==> config.mk <==
export PLATFORM = sky130hd
export DESIGN_NAME = ccs_regs
export DESIGN_NICKNAME = d
export VERILOG_FILES = /design/src/hdl/ccs_pkg.sv /design/src/hdl/ccs_sync.sv /design/src/hdl/ccs_regs.sv
export SDC_FILE = /design/constraint.sdc
export NUM_CORES = 1
export LEC_CHECK = 0
export BUFFER_PORTS_ARGS = -buffer_cell sky130_fd_sc_hd__clkbuf_2
export CORE_MARGIN = 1
export CORE_UTILIZATION = 50
export CTS_CLUSTER_SIZE = 8
export DETAILED_ROUTE_END_ITERATION = 10
export HOLD_SLACK_MARGIN = 0.1
export PLACE_DENSITY = 0.81
export RECOVER_POWER = 100
export SLEW_MARGIN = 15
export SYNTH_ARGS = -nofsm -noshare
export SYNTH_HDL_FRONTEND = slang
export SYNTH_SLANG_ARGS = --single-unit
==> constraint.sdc <==
create_clock -name clk_sys_in -period 2.54 [get_ports clk_sys_in]
set_clock_uncertainty 0.15 [all_clocks]
set_input_delay 0.508 -clock clk_sys_in [delete_from_list [all_inputs] [get_ports clk_sys_in]]
set_output_delay 0.508 -clock clk_sys_in [all_outputs]
set_load 0.05 [all_outputs]
==> src/hdl/ccs_pkg.sv <==
/*
  Package for the comparator control and status register block.
  Assumes an AHB-Lite slave with 32-bit data and one register word.
*/
`default_nettype none
package ccs_pkg;

  // ****************************************************************
  // Register map
  // ****************************************************************
  localparam logic [11:0] CCS_ADDR_CSR   = 12'h01C;
  localparam logic [31:0] CCS_CSR_RESET  = 32'h00000000;

  // ****************************************************************
  // Field positions
  // ****************************************************************
  localparam int CCS_A_ON      = 0;
  localparam int CCS_A_SW      = 1;
  localparam int CCS_A_SPD_LO  = 2;
  localparam int CCS_A_MIN_LO  = 4;
  localparam int CCS_A_RTE_LO  = 8;
  localparam int CCS_A_FLIP    = 11;
  localparam int CCS_A_HYS_LO  = 12;
  localparam int CCS_A_RESULT  = 14;
  localparam int CCS_A_FREEZE  = 15;
  localparam int CCS_B_ON      = 16;
  localparam int CCS_B_SPD_LO  = 18;
  localparam int CCS_B_MIN_LO  = 20;
  localparam int CCS_WIN_JOIN  = 23;
  localparam int CCS_B_RTE_LO  = 24;
  localparam int CCS_B_FLIP    = 27;
  localparam int CCS_B_HYS_LO  = 28;
  localparam int CCS_B_RESULT  = 30;
  localparam int CCS_B_FREEZE  = 31;

  // Writable control bits of each comparator (results excluded).
  localparam logic [31:0] CCS_A_CTRL_MASK = 32'h00003F7F;
  localparam logic [31:0] CCS_B_CTRL_MASK = 32'h3FFD0000;
  localparam logic [31:0] CCS_B_OWN_MASK  = 32'h3F7D0000;

  // ****************************************************************
  // Route and source encodings
  // ****************************************************************
  localparam logic [2:0] CCS_RTE_NONE     = 3'h0;
  localparam logic [2:0] CCS_RTE_ADV_BRK  = 3'h1;
  localparam logic [2:0] CCS_RTE_ADV_CAP1 = 3'h2;
  localparam logic [2:0] CCS_RTE_ADV_CLR  = 3'h3;
  localparam logic [2:0] CCS_RTE_GA_CAP4  = 3'h4;
  localparam logic [2:0] CCS_RTE_GA_CLR   = 3'h5;
  localparam logic [2:0] CCS_RTE_GB_CAP1  = 3'h6;
  localparam logic [2:0] CCS_MIN_RSVD     = 3'h7;

  localparam int CCS_NUM_DEST = 6;

  // AHB encodings.
  localparam logic [1:0] CCS_HTRANS_NSEQ = 2'h2;
  localparam logic [1:0] CCS_HTRANS_SEQ  = 2'h3;

endpackage
`default_nettype wire

==> src/hdl/ccs_sync.sv <==
/*
  Three-stage synchroniser with agreement filter for asynchronous inputs.
  Assumes the input is a level from outside the clock domain.
*/
`timescale 1ns/1ns
`default_nettype none
module ccs_sync #(
  parameter logic RESET_VAL = 1'b0
) (
  // Clock and reset
  input  wire logic clk_sys_in,
  input  wire logic resetn_in,
  // Data
  input  wire logic async_in,
  output var  logic sync_out
);

  typedef struct packed {
    logic s1;
    logic s2;
    logic s3;
    logic q;
  } ccs_sync_s;

  ccs_sync_s st_r;
  ccs_sync_s st_nxt;

  // ****************************************************************
  // Filter
  // ****************************************************************
  // The first stage is only read by the second; a change counts once
  // the second and third agree.
  always_comb begin
    st_nxt    = st_r;
    st_nxt.s1 = async_in;
    st_nxt.s2 = st_r.s1;
    st_nxt.s3 = st_r.s2;
    if (st_r.s2 == st_r.s3) begin
      st_nxt.q = st_r.s3;
    end
  end

  always_ff @(posedge clk_sys_in or negedge resetn_in) begin
    if (!resetn_in) begin
      st_r <= '{RESET_VAL, RESET_VAL, RESET_VAL, RESET_VAL};
    end else begin
      st_r <= st_nxt;
    end
  end

  assign sync_out = st_r.q;

endmodule
`default_nettype wire

==> src/hdl/ccs_regs.sv <==
/*
  Control and status register for two analog comparators, with AHB-Lite
  slave, output polarity, synchronisers and timer routing.
  Assumes raw comparator outputs arrive asynchronously from the analog
  macros and that resetn_in is the system reset.
*/
// Local design decisions: the AHB-Lite slave port and the placing of the registers.
`timescale 1ns/1ns
`default_nettype none
// Overview of operation
// - Comparator A route field: 0 none, 1..6 timer destinations.
// - Comparator A flip bit inverts its output before routing, status.
// - Comparator A hysteresis field picks none, low, medium, high.
// - Comparator A result reads high when compare, after flip, is high.
// - Comparator A freeze set once, cleared by reset, locks its controls.
// - Comparator B on bit switches comparator B on or off.
// - Comparator B speed field picks four speed and power levels.
// - Comparator B minus source: reference fractions, pins; 111 reserved.
// - Window join bit ties both plus inputs together.
// - Comparator B route field uses comparator A encoding.
// - Comparator B flip bit inverts comparator B output.
// - Comparator B hysteresis field picks none, low, medium, high.
// - Comparator B result reflects comparison after flip.
// - Comparator B freeze set once, cleared by reset, locks controls.
// - Comparator A on bit switches comparator A on or off.
// - Comparator A speed field picks four speed and power levels.
// - Comparator A minus source uses comparator B encoding.
// - Outputs synchronised to bus clock; only system reset clears.
module ccs_regs (
  // Clock and reset
  input  wire logic        clk_sys_in,
  input  wire logic        resetn_in,
  // AHB-Lite slave
  input  wire logic        hsel_in,
  input  wire logic [11:0] haddr_in,
  input  wire logic [1:0]  htrans_in,
  input  wire logic        hwrite_in,
  input  wire logic [2:0]  hsize_in,
  input  wire logic [31:0] hwdata_in,
  input  wire logic        hready_in,
  output var  logic [31:0] hrdata_out,
  output var  logic        hreadyout_out,
  output var  logic        hresp_out,
  // Raw analog comparator outputs
  input  wire logic        cmp_a_raw_in,
  input  wire logic        cmp_b_raw_in,
  // Analog control for comparator A
  output var  logic        cmp_a_on_out,
  output var  logic        cmp_a_dac_switch_out,
  output var  logic [1:0]  cmp_a_speed_power_out,
  output var  logic [2:0]  cmp_a_minus_source_out,
  output var  logic [1:0]  cmp_a_hysteresis_out,
  // Analog control for comparator B
  output var  logic        cmp_b_on_out,
  output var  logic [1:0]  cmp_b_speed_power_out,
  output var  logic [2:0]  cmp_b_minus_source_out,
  output var  logic [1:0]  cmp_b_hysteresis_out,
  output var  logic        window_join_out,
  // Timer inputs: 0 advanced break, 1 advanced capture 1,
  // 2 advanced clear, 3 timer A capture 4, 4 timer A clear,
  // 5 timer B capture 1
  output var  logic [5:0]  cmp_a_dest_out,
  output var  logic [5:0]  cmp_b_dest_out,
  // Synchronised, polarity-corrected outputs
  output var  logic        cmp_a_level_out,
  output var  logic        cmp_b_level_out
);

  typedef struct packed {
    logic [31:0] csr;
    logic        wr_pend;
    logic [11:0] addr;
    logic [31:0] rdata;
    logic [5:0]  dest_a;
    logic [5:0]  dest_b;
  } ccs_regs_s;

  ccs_regs_s st_r;
  ccs_regs_s st_nxt;

  logic sync_a;
  logic sync_b;
  logic lvl_a;
  logic lvl_b;
  logic take;
  logic [31:0] wmask;
  logic [31:0] merged;

  // ****************************************************************
  // Synchronisers
  // ****************************************************************
  // bus clock synchronisers
  ccs_sync #(
    .RESET_VAL (1'b0)
  ) u_sync_a (
    .clk_sys_in (clk_sys_in),
    .resetn_in  (resetn_in),
    .async_in   (cmp_a_raw_in),
    .sync_out   (sync_a)
  );

  ccs_sync #(
    .RESET_VAL (1'b0)
  ) u_sync_b (
    .clk_sys_in (clk_sys_in),
    .resetn_in  (resetn_in),
    .async_in   (cmp_b_raw_in),
    .sync_out   (sync_b)
  );

  assign lvl_a = sync_a ^ st_r.csr[ccs_pkg::CCS_A_FLIP];
  assign lvl_b = sync_b ^ st_r.csr[ccs_pkg::CCS_B_FLIP];

  // Decodes a route field into one-hot timer inputs. Code zero and
  // the unused code drive nothing.
  function automatic logic [5:0] route_dec(input logic [2:0] sel,
                                           input logic       lvl);
    logic [5:0] d;
    d = 6'h00;
    if (sel != ccs_pkg::CCS_RTE_NONE && sel <= ccs_pkg::CCS_RTE_GB_CAP1) begin
      d[sel - 3'h1] = lvl;
    end
    return d;
  endfunction

  // ****************************************************************
  // Bus and register update
  // ****************************************************************
  assign take = hsel_in && hready_in &&
                (htrans_in == ccs_pkg::CCS_HTRANS_NSEQ ||
                 htrans_in == ccs_pkg::CCS_HTRANS_SEQ);

  always_comb begin
    wmask = 32'h00000000;
    if (!st_r.csr[ccs_pkg::CCS_A_FREEZE]) begin
      wmask = wmask | ccs_pkg::CCS_A_CTRL_MASK;
    end
    if (!st_r.csr[ccs_pkg::CCS_B_FREEZE]) begin
      wmask = wmask | ccs_pkg::CCS_B_OWN_MASK;
      // Window join belongs to comparator B's control set.
      wmask[ccs_pkg::CCS_WIN_JOIN] = 1'b1;
    end
    merged = (st_r.csr & ~wmask) | (hwdata_in & wmask);
    // Freeze bits set only; writing zero never clears them.
    merged[ccs_pkg::CCS_A_FREEZE] = st_r.csr[ccs_pkg::CCS_A_FREEZE] |
                                    hwdata_in[ccs_pkg::CCS_A_FREEZE];
    merged[ccs_pkg::CCS_B_FREEZE] = st_r.csr[ccs_pkg::CCS_B_FREEZE] |
                                    hwdata_in[ccs_pkg::CCS_B_FREEZE];
  end

  always_comb begin
    st_nxt = st_r;
    st_nxt.wr_pend = 1'b0;
    if (st_r.wr_pend && st_r.addr[11:2] == ccs_pkg::CCS_ADDR_CSR[11:2]) begin
      st_nxt.csr = merged;
    end
    if (take) begin
      st_nxt.wr_pend = hwrite_in;
      st_nxt.addr    = haddr_in;
    end
    st_nxt.csr[ccs_pkg::CCS_A_RESULT] = lvl_a;
    st_nxt.csr[ccs_pkg::CCS_B_RESULT] = lvl_b;
    st_nxt.rdata = 32'h00000000;
    if (take && !hwrite_in &&
        haddr_in[11:2] == ccs_pkg::CCS_ADDR_CSR[11:2]) begin
      st_nxt.rdata = st_r.csr;
      st_nxt.rdata[ccs_pkg::CCS_A_RESULT] = lvl_a;
      st_nxt.rdata[ccs_pkg::CCS_B_RESULT] = lvl_b;
    end
    st_nxt.dest_a = route_dec(
      st_r.csr[ccs_pkg::CCS_A_RTE_LO +: 3], lvl_a);
    st_nxt.dest_b = route_dec(
      st_r.csr[ccs_pkg::CCS_B_RTE_LO +: 3], lvl_b);
  end

  always_ff @(posedge clk_sys_in or negedge resetn_in) begin
    if (!resetn_in) begin
      st_r <= '{ccs_pkg::CCS_CSR_RESET, 1'b0, 12'h000, 32'h00000000,
                6'h00, 6'h00};
    end else begin
      st_r <= st_nxt;
    end
  end

  // ****************************************************************
  // Outputs
  // ****************************************************************
  assign hrdata_out    = st_r.rdata;
  assign hreadyout_out = 1'b1;
  assign hresp_out     = 1'b0;

  assign cmp_a_on_out           = st_r.csr[ccs_pkg::CCS_A_ON];
  assign cmp_a_dac_switch_out   = st_r.csr[ccs_pkg::CCS_A_SW];
  assign cmp_a_speed_power_out  = st_r.csr[ccs_pkg::CCS_A_SPD_LO +: 2];
  assign cmp_a_minus_source_out = st_r.csr[ccs_pkg::CCS_A_MIN_LO +: 3];
  assign cmp_a_hysteresis_out   = st_r.csr[ccs_pkg::CCS_A_HYS_LO +: 2];
  assign cmp_b_on_out           = st_r.csr[ccs_pkg::CCS_B_ON];
  assign cmp_b_speed_power_out  = st_r.csr[ccs_pkg::CCS_B_SPD_LO +: 2];
  assign cmp_b_minus_source_out = st_r.csr[ccs_pkg::CCS_B_MIN_LO +: 3];
  assign cmp_b_hysteresis_out   = st_r.csr[ccs_pkg::CCS_B_HYS_LO +: 2];
  assign window_join_out        = st_r.csr[ccs_pkg::CCS_WIN_JOIN];
  assign cmp_a_dest_out         = st_r.dest_a;
  assign cmp_b_dest_out         = st_r.dest_b;
  assign cmp_a_level_out        = st_r.csr[ccs_pkg::CCS_A_RESULT];
  assign cmp_b_level_out        = st_r.csr[ccs_pkg::CCS_B_RESULT];
endmodule
`default_nettype wire

Yosys cells after proc, flatten, opt, wreduce, memory -nomap -nowiden
Index checks and enable logic that the tools add are counted.

word-level totals
  register bits = 97
  input port bits = 56
  output and inout bits = 66
  logic and storage cells = 62

operators by class
  $add $sub $neg = 2
  order comparisons = 6
  equal/unequal tests = 6
  mux-type cells = 10
  bitwise logic cells = 10
  reduce and logical (&&, ||, !) cells = 13

operator list
  kind                                                                number
  AND 30 bit                                                          2
  two-way mux 32 bit                                                  1
  two-way mux 30 bit                                                  1
  inverter 30 bit                                                     1
  OR 30 bit                                                           1
  equality test 10 x 3 -> 1 bit (second input constant)               2
  two-way mux 14 bit                                                  1
  two-way mux 13 bit                                                  1
  AND 6 bit                                                           2
  two-way mux 6 bit                                                   2
  logical AND 1 bit                                                   9
  less-than comparator 3 x 4 -> 1 bit (second input constant)         2
  demux 1 bit (select 3 bit)                                          2
  greater-or-equal comparator 3 x 1 -> 1 bit (second input constant)  2
  less-or-equal comparator 3 bit (second input constant)              2
  nonzero test 3 bit                                                  2
  subtractor 3 x 1 -> 3 bit (second input constant)                   2
  equality test 2 bit (second input constant)                         2
  equality test 1 bit                                                 2
  two-way mux 1 bit                                                   2
  OR 1 bit                                                            2
  XOR 1 bit                                                           2
  zero test 1 bit                                                     1
  logical OR 1 bit                                                    1

Longest topological paths before layout
Gate-level depths: netlist of run 1.

  depth after elaboration = 7
  depth in mapped cells = 5

Hierarchy
From an unflattened synthesis of run 1, not the netlist that was laid out.

second synthesis, totals
  cells, all modules = 279
  area, all modules = 3880.0 um2

by module, submodules not included
  module    times used  cells each  area an instance (um2)  sequential area each (um2)
  ccs_regs  1           269         3657.3                  2077.0
  ccs_sync  2           5           111.4                   100.1

Worst setup path after synthesis of run 1
OpenSTA, ideal clock, no wires.

  path type = reg2reg
  start = register st_r[52] (netlist name)
  end = register with a tool-made name
  library setup time = 125 ps
  arrival = 1794 ps
  required time = 2265 ps
  path slack = 471 ps
  stages on the path, launching flop included = 5
  buffers on the path = 1
  period minus slack after synthesis = 2069 ps
  path through = dfrtp_1 > or4b_4 > nor4_4 > buf_6 > mux2_2

RTL lines
  what                    line             text
  start, declared         ccs_regs.sv:78   ccs_regs_s st_r;
  start signal, assigned  ccs_regs.sv:178  st_r <= '{ccs_pkg::CCS_CSR_RESET, 1'b0, 12'h000, 32'h00000000,
  start signal, assigned  ccs_regs.sv:181  st_r <= st_nxt;

==> impl_metrics.toml, run 1 <==
[outcome]
run_status = "complete, no violations"

[synth]
ys_seq_elements = 91
synth.yosys.warnings = 0
yosysMostFrequentCell = "dfrtp_1"
synth-async-reset-ratio = 1.00
cell_count_after_synthesis = 279
synth_top_flop_cell = "dfrtp_1"
synth_cell_types = 29
post_synth_main_area_contributors = "dfrtp_1, buf_4, mux2_2"
synth-edff-count = 0
ys_seq_area_frac = 0.602
library_cell_with_the_largest_summed_area_after_synthesis = "dfrtp_1"
syn-mean-instance-area_um2 = 13.6
synth_top_cell_area_share = 0.602
synthesis.area_mm2 = 0.00378
post_synth_most_frequent_cells = "dfrtp_1, buf_4, mux2_2"

[setup_path]
critical_path.startpoint = "st_r[52]$_DFFE_PN0N_"
cp_slowest_stage_delay_ns = 0.57
crit_path_end_kind = "register"
worst_ep_required_time_ns = 2.61
critical-path-slowest-cell = "or4b_1"
critPathMaxFanout = 13
crit_path_start_kind = "register"
crit-reg2reg-launch = "st_r[52]$_DFFE_PN0N_"
path_type_of_the_worst_setup_path = "reg -> reg"
crit_buf_inv = 1
worst_r2r_path_depth = 4
rrSetupSlack_ns = 0.37
cp.depth = 4
critical_path_arrival_ns = 2.23
cp_top_family = "simple AND/OR/NAND/NOR gates"
crit_path_cell_trace = "or4b_1 -> nor4_1 -> buf_4 -> mux2_2"

[power_and_ir_drop]
vdd_drop_max_mv = 0.324
p_total_uw = 2640
p_per_area_mw_per_mm2 = 642
static-leakage-power_uw = 0.00201

[sta]
period_utilization_post_route = 0.853
max_freq_mhz = 462
max-slew-margin-rel = 0.158
timing.final.max_slew_violations = 0
finalSetupViolCount = 0
final.setup.worst_slack_ns = 0.374
clock_period_minus_final_worst_setup_slack_ns = 2.17
setup-tns-final_ns = 0
report.final.hold_viol_count = 0
rsz0062_at_grt = "false"
measured_slew_at_the_worst_slew_check_pin_ns = 1.26

[finish]
multi_input_area_um2 = 982
ff_latch_area_mm2 = 0.00228
syn_to_final_growth_pct = 8.69
final_area_mm2 = 0.00411
fillers = 678
diodes = 0
layout.nets = 402
drive_above_1_share = 0.285

[global_routing]
pin_count_of_the_biggest_net_entering_global_routing = 54
globalRouteMet3Util = 0.0416
global_route.usage.total = 0.156
gr_util_met2 = 0.250
grt_antenna_before_repair = 0
top_usage_layer = "met2"
met1_usage = 0.201
grt_first_pass_wirelength_um = 9070
grt_total_ovfl = 0
grt_pass1_vias = 1947

[worst_hold_path]
timing.hold.worst.start = "cmp_b_raw_in"
min-delay-path-class = "in -> reg"

[floorplanning]
pin_count = 122
design.core.area_mm2 = 0.00729
initial_core_util = 0.519
placement_rows = 31
fp.dieW_um = 89.0
die_y_um = 89.0
floorplan.die_area_mm2 = 0.00792

[clock_tree]
setup_buffers_after_cts = 0
clkTransAtPathRegs_ns = 0.08
cts_sinks = 91
clock_latency_ns = 0.33
library_cell_used_as_clock_root_buffer = "clkbuf_8"
h-tree-depth = 3
cts_tree = "done"
cts_resized = 0
cts_buffers = 9
ctsLongestPathBuffers = 2
cts_hold_buffers = 1

[placement]
detailedPlacementHpwl_um = 4190
place_area_mm2 = 0.00401
port_buffers = 107
dpl_worst_slack_ns = 0.423
gp_congestion = 0.735

[routing]
drc = 0
viasPerCell = 4.62
postRouteAntennaNets = 0
vias = 2048
dr.first_iter.drc_count = 91
drt_pre_antenna_iters = 4
post_drt_wl_per_cell_um = 13.0
detail_route.wirelength_um = 5740

[flow_run]
cap_viol_max_count = 0
[layer usage]
layer	vias up	part of all wire
met1	1002	0.45
li1	976	-
met5	-	0
met2	64	0.50
met3	6	0.041
met4	0	0.014
[through the flow]
step | utilization | cells | hold WS, ns
after global placement | 0.550 | 426 | 0.183
after detailed placement | 0.550 | 426 | 0.186
after global routing | 0.564 | 443 | 0.103
after floorplan | - | 281 | 0.0624
final | 0.564 | 443 | 0.126
after CTS | 0.579 | 442 | 0.109
[layout by cell type, fill, tap and decap left out]
cell	instances
nand3b_1	2
nand4_1	2
nor4b_1	1
dlygate4sd3_1	2
dfrtp_1	91
or3_2	1
nor3_1	10
inv_1	4
clkbuf_8	11
nand2_1	2
nor4bb_1	1
xnor2_1	2
nor4_1	4
buf_4	2
and4_1	1
ha_1	6
nand4b_1	1
clkinv_2	1
mux2_2	36
clkinvlp_4	2
a21o_1	2
clkbuf_1	65
nand3_1	3
and2_0	15
maj3_1	2
bufinv_16	1
or4b_1	1
buf_12	1
clkbuf_2	43
xor2_1	4
and2_1	16
nor2_1	2
conb_1	4
nand2b_1	2
and3_1	1
[worst reg2reg max path: stages, from the launching register on]
cell and delay, ns:
dfrtp_1 0.38, or4b_1 0.57, nor4_1 0.30, buf_4 0.29, mux2_2 0.37
[power by group]
part	switching, µW	internal, µW
clock	458	502
sequential	23.0	1490
combinational	96.5	68.7
[cell families (layout without fill, tap and decap cells)]
kind of cell / count (synthesis) / after routing / synth area share
DFF: 91 / 91 / 0.602
muxes: 36 / 36 / 0.107
and+or+nand+nor: 65 / 65 / 0.114
xor gates and xnor gates: 6 / 6 / 0.0139
other: 2 / 4 / 0.00198
adders and majority gates: 8 / 8 / 0.0251
buffers and inverters: 69 / 132 / 0.132
AOI/OAI and AO/OA: 2 / 2 / 0.00397
[worst min-delay path by stage]
| stage | slack, ns | endpoint | cells past startpoint |
|---|---|---|---|
| after floorplan | 0.06 | asynchronous set/reset pin | 0 |
| after global placement | 0.18 | u_sync_a.st_nxt[1]$_DFF_PN0_ | 0 |
| after detailed placement | 0.19 | u_sync_a.st_nxt[1]$_DFF_PN0_ | 0 |
| after CTS | 0.11 | u_sync_a.st_nxt[2]$_DFF_PN0_ | 1 |
| after global routing | 0.10 | u_sync_b.st_nxt[2]$_DFF_PN0_ | 1 |
| final | 0.13 | u_sync_b.st_nxt[2]$_DFF_PN0_ | 1 |
[layout make-up]
cell class                      count  area share
Sequential cell                    91       0.554
Multi-Input combinational cell    121       0.239
Timing Repair Buffer              113       0.125
Clock buffer                       11      0.0368
Tap cell                           99      0.0301
Clock inverter                      4      0.0122
Inverter                            4     0.00365
Power figures use the tool's default switching activity.
==> inputs of run 2 (changes only) <==
Settings changed: GPL_TIMING_DRIVEN set to 0.
==> run 2 against run 1 <==
Compared with the run above:
- clock-buffer cell count grew 1
- wire length up 8.9%
- hold slack worse by 0.0036 ns
- power is 1.2% higher
- flip-flop and latch count unchanged
- first-iteration DRC count shrank 52%
- sequential share of layout area shrank 6.0 points
- maximum frequency shrank 6.6%
- critical path depth did not move
- register-to-register slack got worse by 0.15 ns
- setup slack worse by 0.15 ns
- largest power group unchanged
==> impl_metrics.toml, run 2 (synthesis results as in run 1) <==
[routing]
postRouteAntennaNets = 0
post_drt_wl_per_cell_um = 12.4
drt_pre_antenna_iters = 3
drc = 0
dr.first_iter.drc_count = 44
viasPerCell = 4.47
vias = 2256
detail_route.wirelength_um = 6250

[sta]
hold-worst-slack_ns = 0.122
max_freq_mhz = 431
rsz0062_at_grt = "false"
clock_period_minus_final_worst_setup_slack_ns = 2.32
measured_slew_at_the_worst_slew_check_pin_ns = 1.09
max-slew-margin-rel = 0.273
report.final.hold_viol_count = 0
finalSetupViolCount = 0
period_utilization_post_route = 0.913
final.setup.worst_slack_ns = 0.222
timing.final.max_slew_violations = 0

[placement]
detailedPlacementHpwl_um = 4660
dpl_worst_slack_ns = 0.305
dp.cells = 488
port_buffers = 107
gp_congestion = 0.758

[floorplanning]
die_y_um = 89.0
pin_count = 122
floorplan.die_area_mm2 = 0.00792
design.core.area_mm2 = 0.00729
placement_rows = 31
initial_core_util = 0.519
fp.dieW_um = 89.0

[setup_path]
crit_path_cell_trace = "or4b_1 -> nor4_4 -> buf_6 -> mux2_2"
crit_path_end_kind = "register"
worst_r2r_path_depth = 4
cp_slowest_stage_delay_ns = 0.65
critPathMaxFanout = 10
worst_ep_required_time_ns = 2.61
path_type_of_the_worst_setup_path = "reg -> reg"
critical-path-slowest-cell = "or4b_1"
crit-reg2reg-launch = "st_r[52]$_DFFE_PN0N_"
crit_path_start_kind = "register"
critical_path_arrival_ns = 2.39
rrSetupSlack_ns = 0.22

[worst_hold_path]
min-delay-path-class = "in -> reg"
timing.hold.worst.start = "cmp_a_raw_in"
whs_endpoint = "u_sync_a.st_nxt[2]$_DFF_PN0_"
hold_path_depth = 1

[finish]
final_common_cell = "dfrtp_1"
ff_latch_area_mm2 = 0.00228
drive_above_1_share = 0.397
diodes = 0
fillers = 622
multi_input_area_mm2 = 0.00101
final_cell_mix = "dfrtp_1, clkbuf_1, buf_4, clkbuf_2, mux2_2"
syn_to_final_growth_pct = 21.8
layout.nets = 463
finalNonFillerCells = 505

[flow_run]
cap_viol_max_count = 0

[global_routing]
global_route.usage.total = 0.166
grt_first_pass_wirelength_um = 9690
grt_pass1_vias = 2109
grt_antenna_before_repair = 0
grt_total_ovfl = 0
pin_count_of_the_biggest_net_entering_global_routing = 49

[clock_tree]
clock_latency_ns = 0.34
cts_sinks = 91
cts_buffers = 9
h-tree-depth = 3
setup_buffers_after_cts = 0
library_cell_used_as_clock_root_buffer = "clkbuf_8"
clkTransAtPathRegs_ns = 0.08
ctsLongestPathBuffers = 2
cts_tree = "done"

[outcome]
run_status = "complete, no violations"

[power_and_ir_drop]
p_total_uw = 2670
vdd_drop_max_mv = 0.318
p_per_area_mw_per_mm2 = 579
static-leakage-power_uw = 0.00235
==> run 2: layout make-up <==
class | count | share of cell area
plain buffers | 65 | 0.105
inverters | 4 | 0.00326
repair buffers | 109 | 0.107
flip-flops and latches | 91 | 0.494
well taps | 99 | 0.0269
clock inverters | 4 | 0.0106
multi-input cells | 121 | 0.220
clock buffers | 12 | 0.0336
==> run 2: worst max path at each step <==
| stage | from | to | slack (ns) |
|---|---|---|---|
| after global placement | resetn_in | cmp_a_dest_out[4]$_DFF_PN0_ | -0.14 |
| final | st_r[52]$_DFFE_PN0N_ | register | 0.22 |
| after detailed placement | st_r[52]$_DFFE_PN0N_ | register | 0.30 |
| after CTS | st_r[52]$_DFFE_PN0N_ | register | 0.30 |
| after floorplan | st_r[52]$_DFFE_PN0N_ | register | 0.47 |
| after global routing | st_r[52]$_DFFE_PN0N_ | register | 0.10 |
==> run 2: worst max-delay path, delay by kind of cell, from the launching register on <==
family / cells / cell delay (ns)
and+or+nand+nor: 2 / 1.10
DFF: 1 / 0.38
muxes: 1 / 0.34
buffers and inverters: 1 / 0.22
==> run 2: per-stage QoR <==
stage,utilization,area [µm²],TNS (ns)
detailed placement,0.615,4480,0
CTS,0.644,4700,0
global placement,0.611,4450,-12.34
finish,0.632,4610,0
global route,0.632,4610,0
floorplan,-,3790,0
==> run 2: where the power goes <==
part	internal, µW	switching [µW]
Sequential	1490	22.8
Combinational	76.0	103
Clock	508	469
==> run 2: timing repair <==
action	CTS	global route
hold endpoints to repair	43	0
hold buffers	1	0
resized for setup	0	0
==> run 2: routing by layer <==
metal	vias to the layer above	global-route usage	wire, µm
li1	1108	-	-
met1	1069	0.213	2720
met2	66	0.273	3100
met3	13	0.0332	287
met4	0	0.0823	143
met5	-	0	0
==> inputs of run 3 (changes only) <==
Settings changed: CORE_UTILIZATION 50 to 51, PLACE_DENSITY 0.81 to 0.82, SLEW_MARGIN 15 to 20, SYNTH_HIERARCHICAL set to 1.
==> run 3 against run 2 <==
Compared with the run above:
- area after synthesis rose by 2.5%
- global-route usage down 0.23 points
- core utilization down 0.17 points
- via count is 0.35% lower
- sequential share of layout area rose by 0.13 points
- cell area fell by 0.27%
- flip-flop and latch count unchanged
- clock power decreased by 4.7%
- final cell count decreased by 0.40%
- largest power group unchanged
==> impl_metrics.toml, run 3 <==
[setup_path]
crit-reg2reg-launch = "st_r[51]$_DFFE_PN0N_"
path_type_of_the_worst_setup_path = "reg -> reg"
worst_r2r_path_depth = 4
worst_ep_required_time_ns = 2.60
crit_buf_inv = 1
critical-path-slowest-cell = "or4_1"
crit_path_end_kind = "register"
critical_path_arrival_ns = 2.34
cp.depth = 4
cp_top_family = "simple AND/OR/NAND/NOR gates"
critPathMaxFanout = 10
cp_slowest_stage_delay_ns = 0.65
crit_path_cell_trace = "or4_1 -> nor4_4 -> buf_8 -> mux2_1"
critical_path.startpoint = "st_r[51]$_DFFE_PN0N_"
rrSetupSlack_ns = 0.26
crit_path_start_kind = "register"

[synth]
synth_top_flop_cell = "dfrtp_1"
synthesis.area_mm2 = 0.00388
post_synth_most_frequent_cells = "dfrtp_1, buf_4, and2_1"
synth.yosys.warnings = 6
post_synth_main_area_contributors = "dfrtp_1, buf_4, mux2_4"
synth_cell_types = 30
syn-mean-instance-area_um2 = 13.9
synth_top_cell_area_share = 0.587
ys_seq_area_frac = 0.587
yosysMostFrequentCell = "dfrtp_1"
synth-edff-count = 0
synth-async-reset-ratio = 1.00
library_cell_with_the_largest_summed_area_after_synthesis = "dfrtp_1"
ys_seq_elements = 91
cell_count_after_synthesis = 279

[placement]
place_area_mm2 = 0.00456
dpl_worst_slack_ns = 0.382
detailedPlacementHpwl_um = 4510
gp_congestion = 0.744
port_buffers = 107

[global_routing]
grt_antenna_before_repair = 0
grt_first_pass_wirelength_um = 9680
pin_count_of_the_biggest_net_entering_global_routing = 92
global_route.usage.total = 0.164
grt_total_ovfl = 0
grt_pass1_vias = 2092

[routing]
drc = 0
drt_pre_antenna_iters = 4
post_drt_wl_per_cell_um = 12.3
postRouteAntennaNets = 0
detail_route.wirelength_um = 6190
dr.first_iter.drc_count = 98
vias = 2248
viasPerCell = 4.47

[clock_tree]
h-tree-depth = 3
cts_sinks = 91
cts_hold_buffers = 1
clock_latency_ns = 0.33
library_cell_used_as_clock_root_buffer = "clkbuf_8"
ctsLongestPathBuffers = 2
cts_resized = 0
cts_tree = "done"
setup_buffers_after_cts = 0
clkTransAtPathRegs_ns = 0.08
cts_buffers = 9

[sta]
final.setup.worst_slack_ns = 0.261
report.final.hold_viol_count = 0
max_freq_mhz = 439
measured_slew_at_the_worst_slew_check_pin_ns = 1.18
rsz0062_at_grt = "false"
period_utilization_post_route = 0.897
max-slew-margin-rel = 0.211
clock_period_minus_final_worst_setup_slack_ns = 2.28
timing.final.max_slew_violations = 0
finalSetupViolCount = 0

[floorplanning]
floorplan.die_area_mm2 = 0.00796
design.core.area_mm2 = 0.00729
pin_count = 122
fp.dieW_um = 89.2
initial_core_util = 0.532
die_y_um = 89.2
placement_rows = 31

[power_and_ir_drop]
vdd_drop_max_mv = 0.324
p_per_area_mw_per_mm2 = 570
p_total_uw = 2620
static-leakage-power_uw = 0.00236

[finish]
final_area_mm2 = 0.00460
ff_latch_area_mm2 = 0.00228
layout.nets = 462
syn_to_final_growth_pct = 18.5
diodes = 0
fillers = 660
final_cell_mix = "dfrtp_1, clkbuf_1, buf_4, clkbuf_2, mux2_1"
multi_input_area_mm2 = 0.00103
drive_above_1_share = 0.351
final_common_cell = "dfrtp_1"

[worst_hold_path]
min-delay-path-class = "in -> reg"
whs_endpoint = "u_sync_b/st_nxt[2]$_DFF_PN0_"
timing.hold.worst.start = "cmp_b_raw_in"
hold_path_depth = 1

[outcome]
run_status = "complete, no violations"

[flow_run]
cap_viol_max_count = 0
-- run 3: where the power goes --
part           total, µW  internal [µW]  switching [µW]
logic                175           76.3            98.8
registers           1520           1490            24.2
clock network        931            473             457
-- run 3: metal layers --
layer | part of all wire | track usage
met4 | 0.011 | 0.0606
met2 | 0.53 | 0.282
met1 | 0.42 | 0.206
met3 | 0.041 | 0.0323
met5 | 0 | 0
-- run 3: how the worst max path moves through the flow --
| stage | end |
|---|---|
| 2_1_floorplan | register |
| 3_3_place_gp | asynchronous set/reset pin |
| 5_1_grt | register |
| 6_report | register |
| 3_5_place_dp | register |
| 4_1_cts | register |
-- run 3: kinds of logic (layout without fill, tap and decap cells) --
| family | Yosys count | after routing | share of synthesized area |
|---|---|---|---|
| XOR/XNOR | 5 | 5 | 0.0113 |
| multiplexers | 36 | 36 | 0.124 |
| AND/OR/NAND/NOR | 66 | 66 | 0.116 |
| AO/OA/AOI/OAI | 2 | 2 | 0.00387 |
| other | 2 | 4 | 0.00194 |
| flip-flops | 91 | 91 | 0.587 |
| buffers and inverters | 69 | 192 | 0.131 |
| adder cells (fa/ha/maj) | 8 | 8 | 0.0252 |
-- run 3: worst register-to-register path, stage by stage (launching register included) --
cell	delay (ns)
dfrtp_1	0.38
or4_1	0.65
nor4_4	0.42
buf_8	0.22
mux2_1	0.35
-- run 3: area by class of cell --
| type | count | share of cell area |
|---|---|---|
| plain buffers | 65 | 0.107 |
| clock buffers | 10 | 0.0299 |
| clock inverters | 5 | 0.0117 |
| inverters | 4 | 0.00327 |
| multi-input cells | 121 | 0.224 |
| flip-flops and latches | 91 | 0.495 |
| well taps | 99 | 0.0269 |
| repair buffers | 108 | 0.102 |
-- run 3: through the flow --
step	utilization	hold slack, ns	instances	TNS (ns)
floorplan	-	0.0624	281	0
detailed placement	0.625	0.189	487	0
finish	0.631	0.132	503	0
global route	0.631	0.121	503	0
CTS	0.652	0.117	503	0
global placement	0.624	0.183	487	-16.46
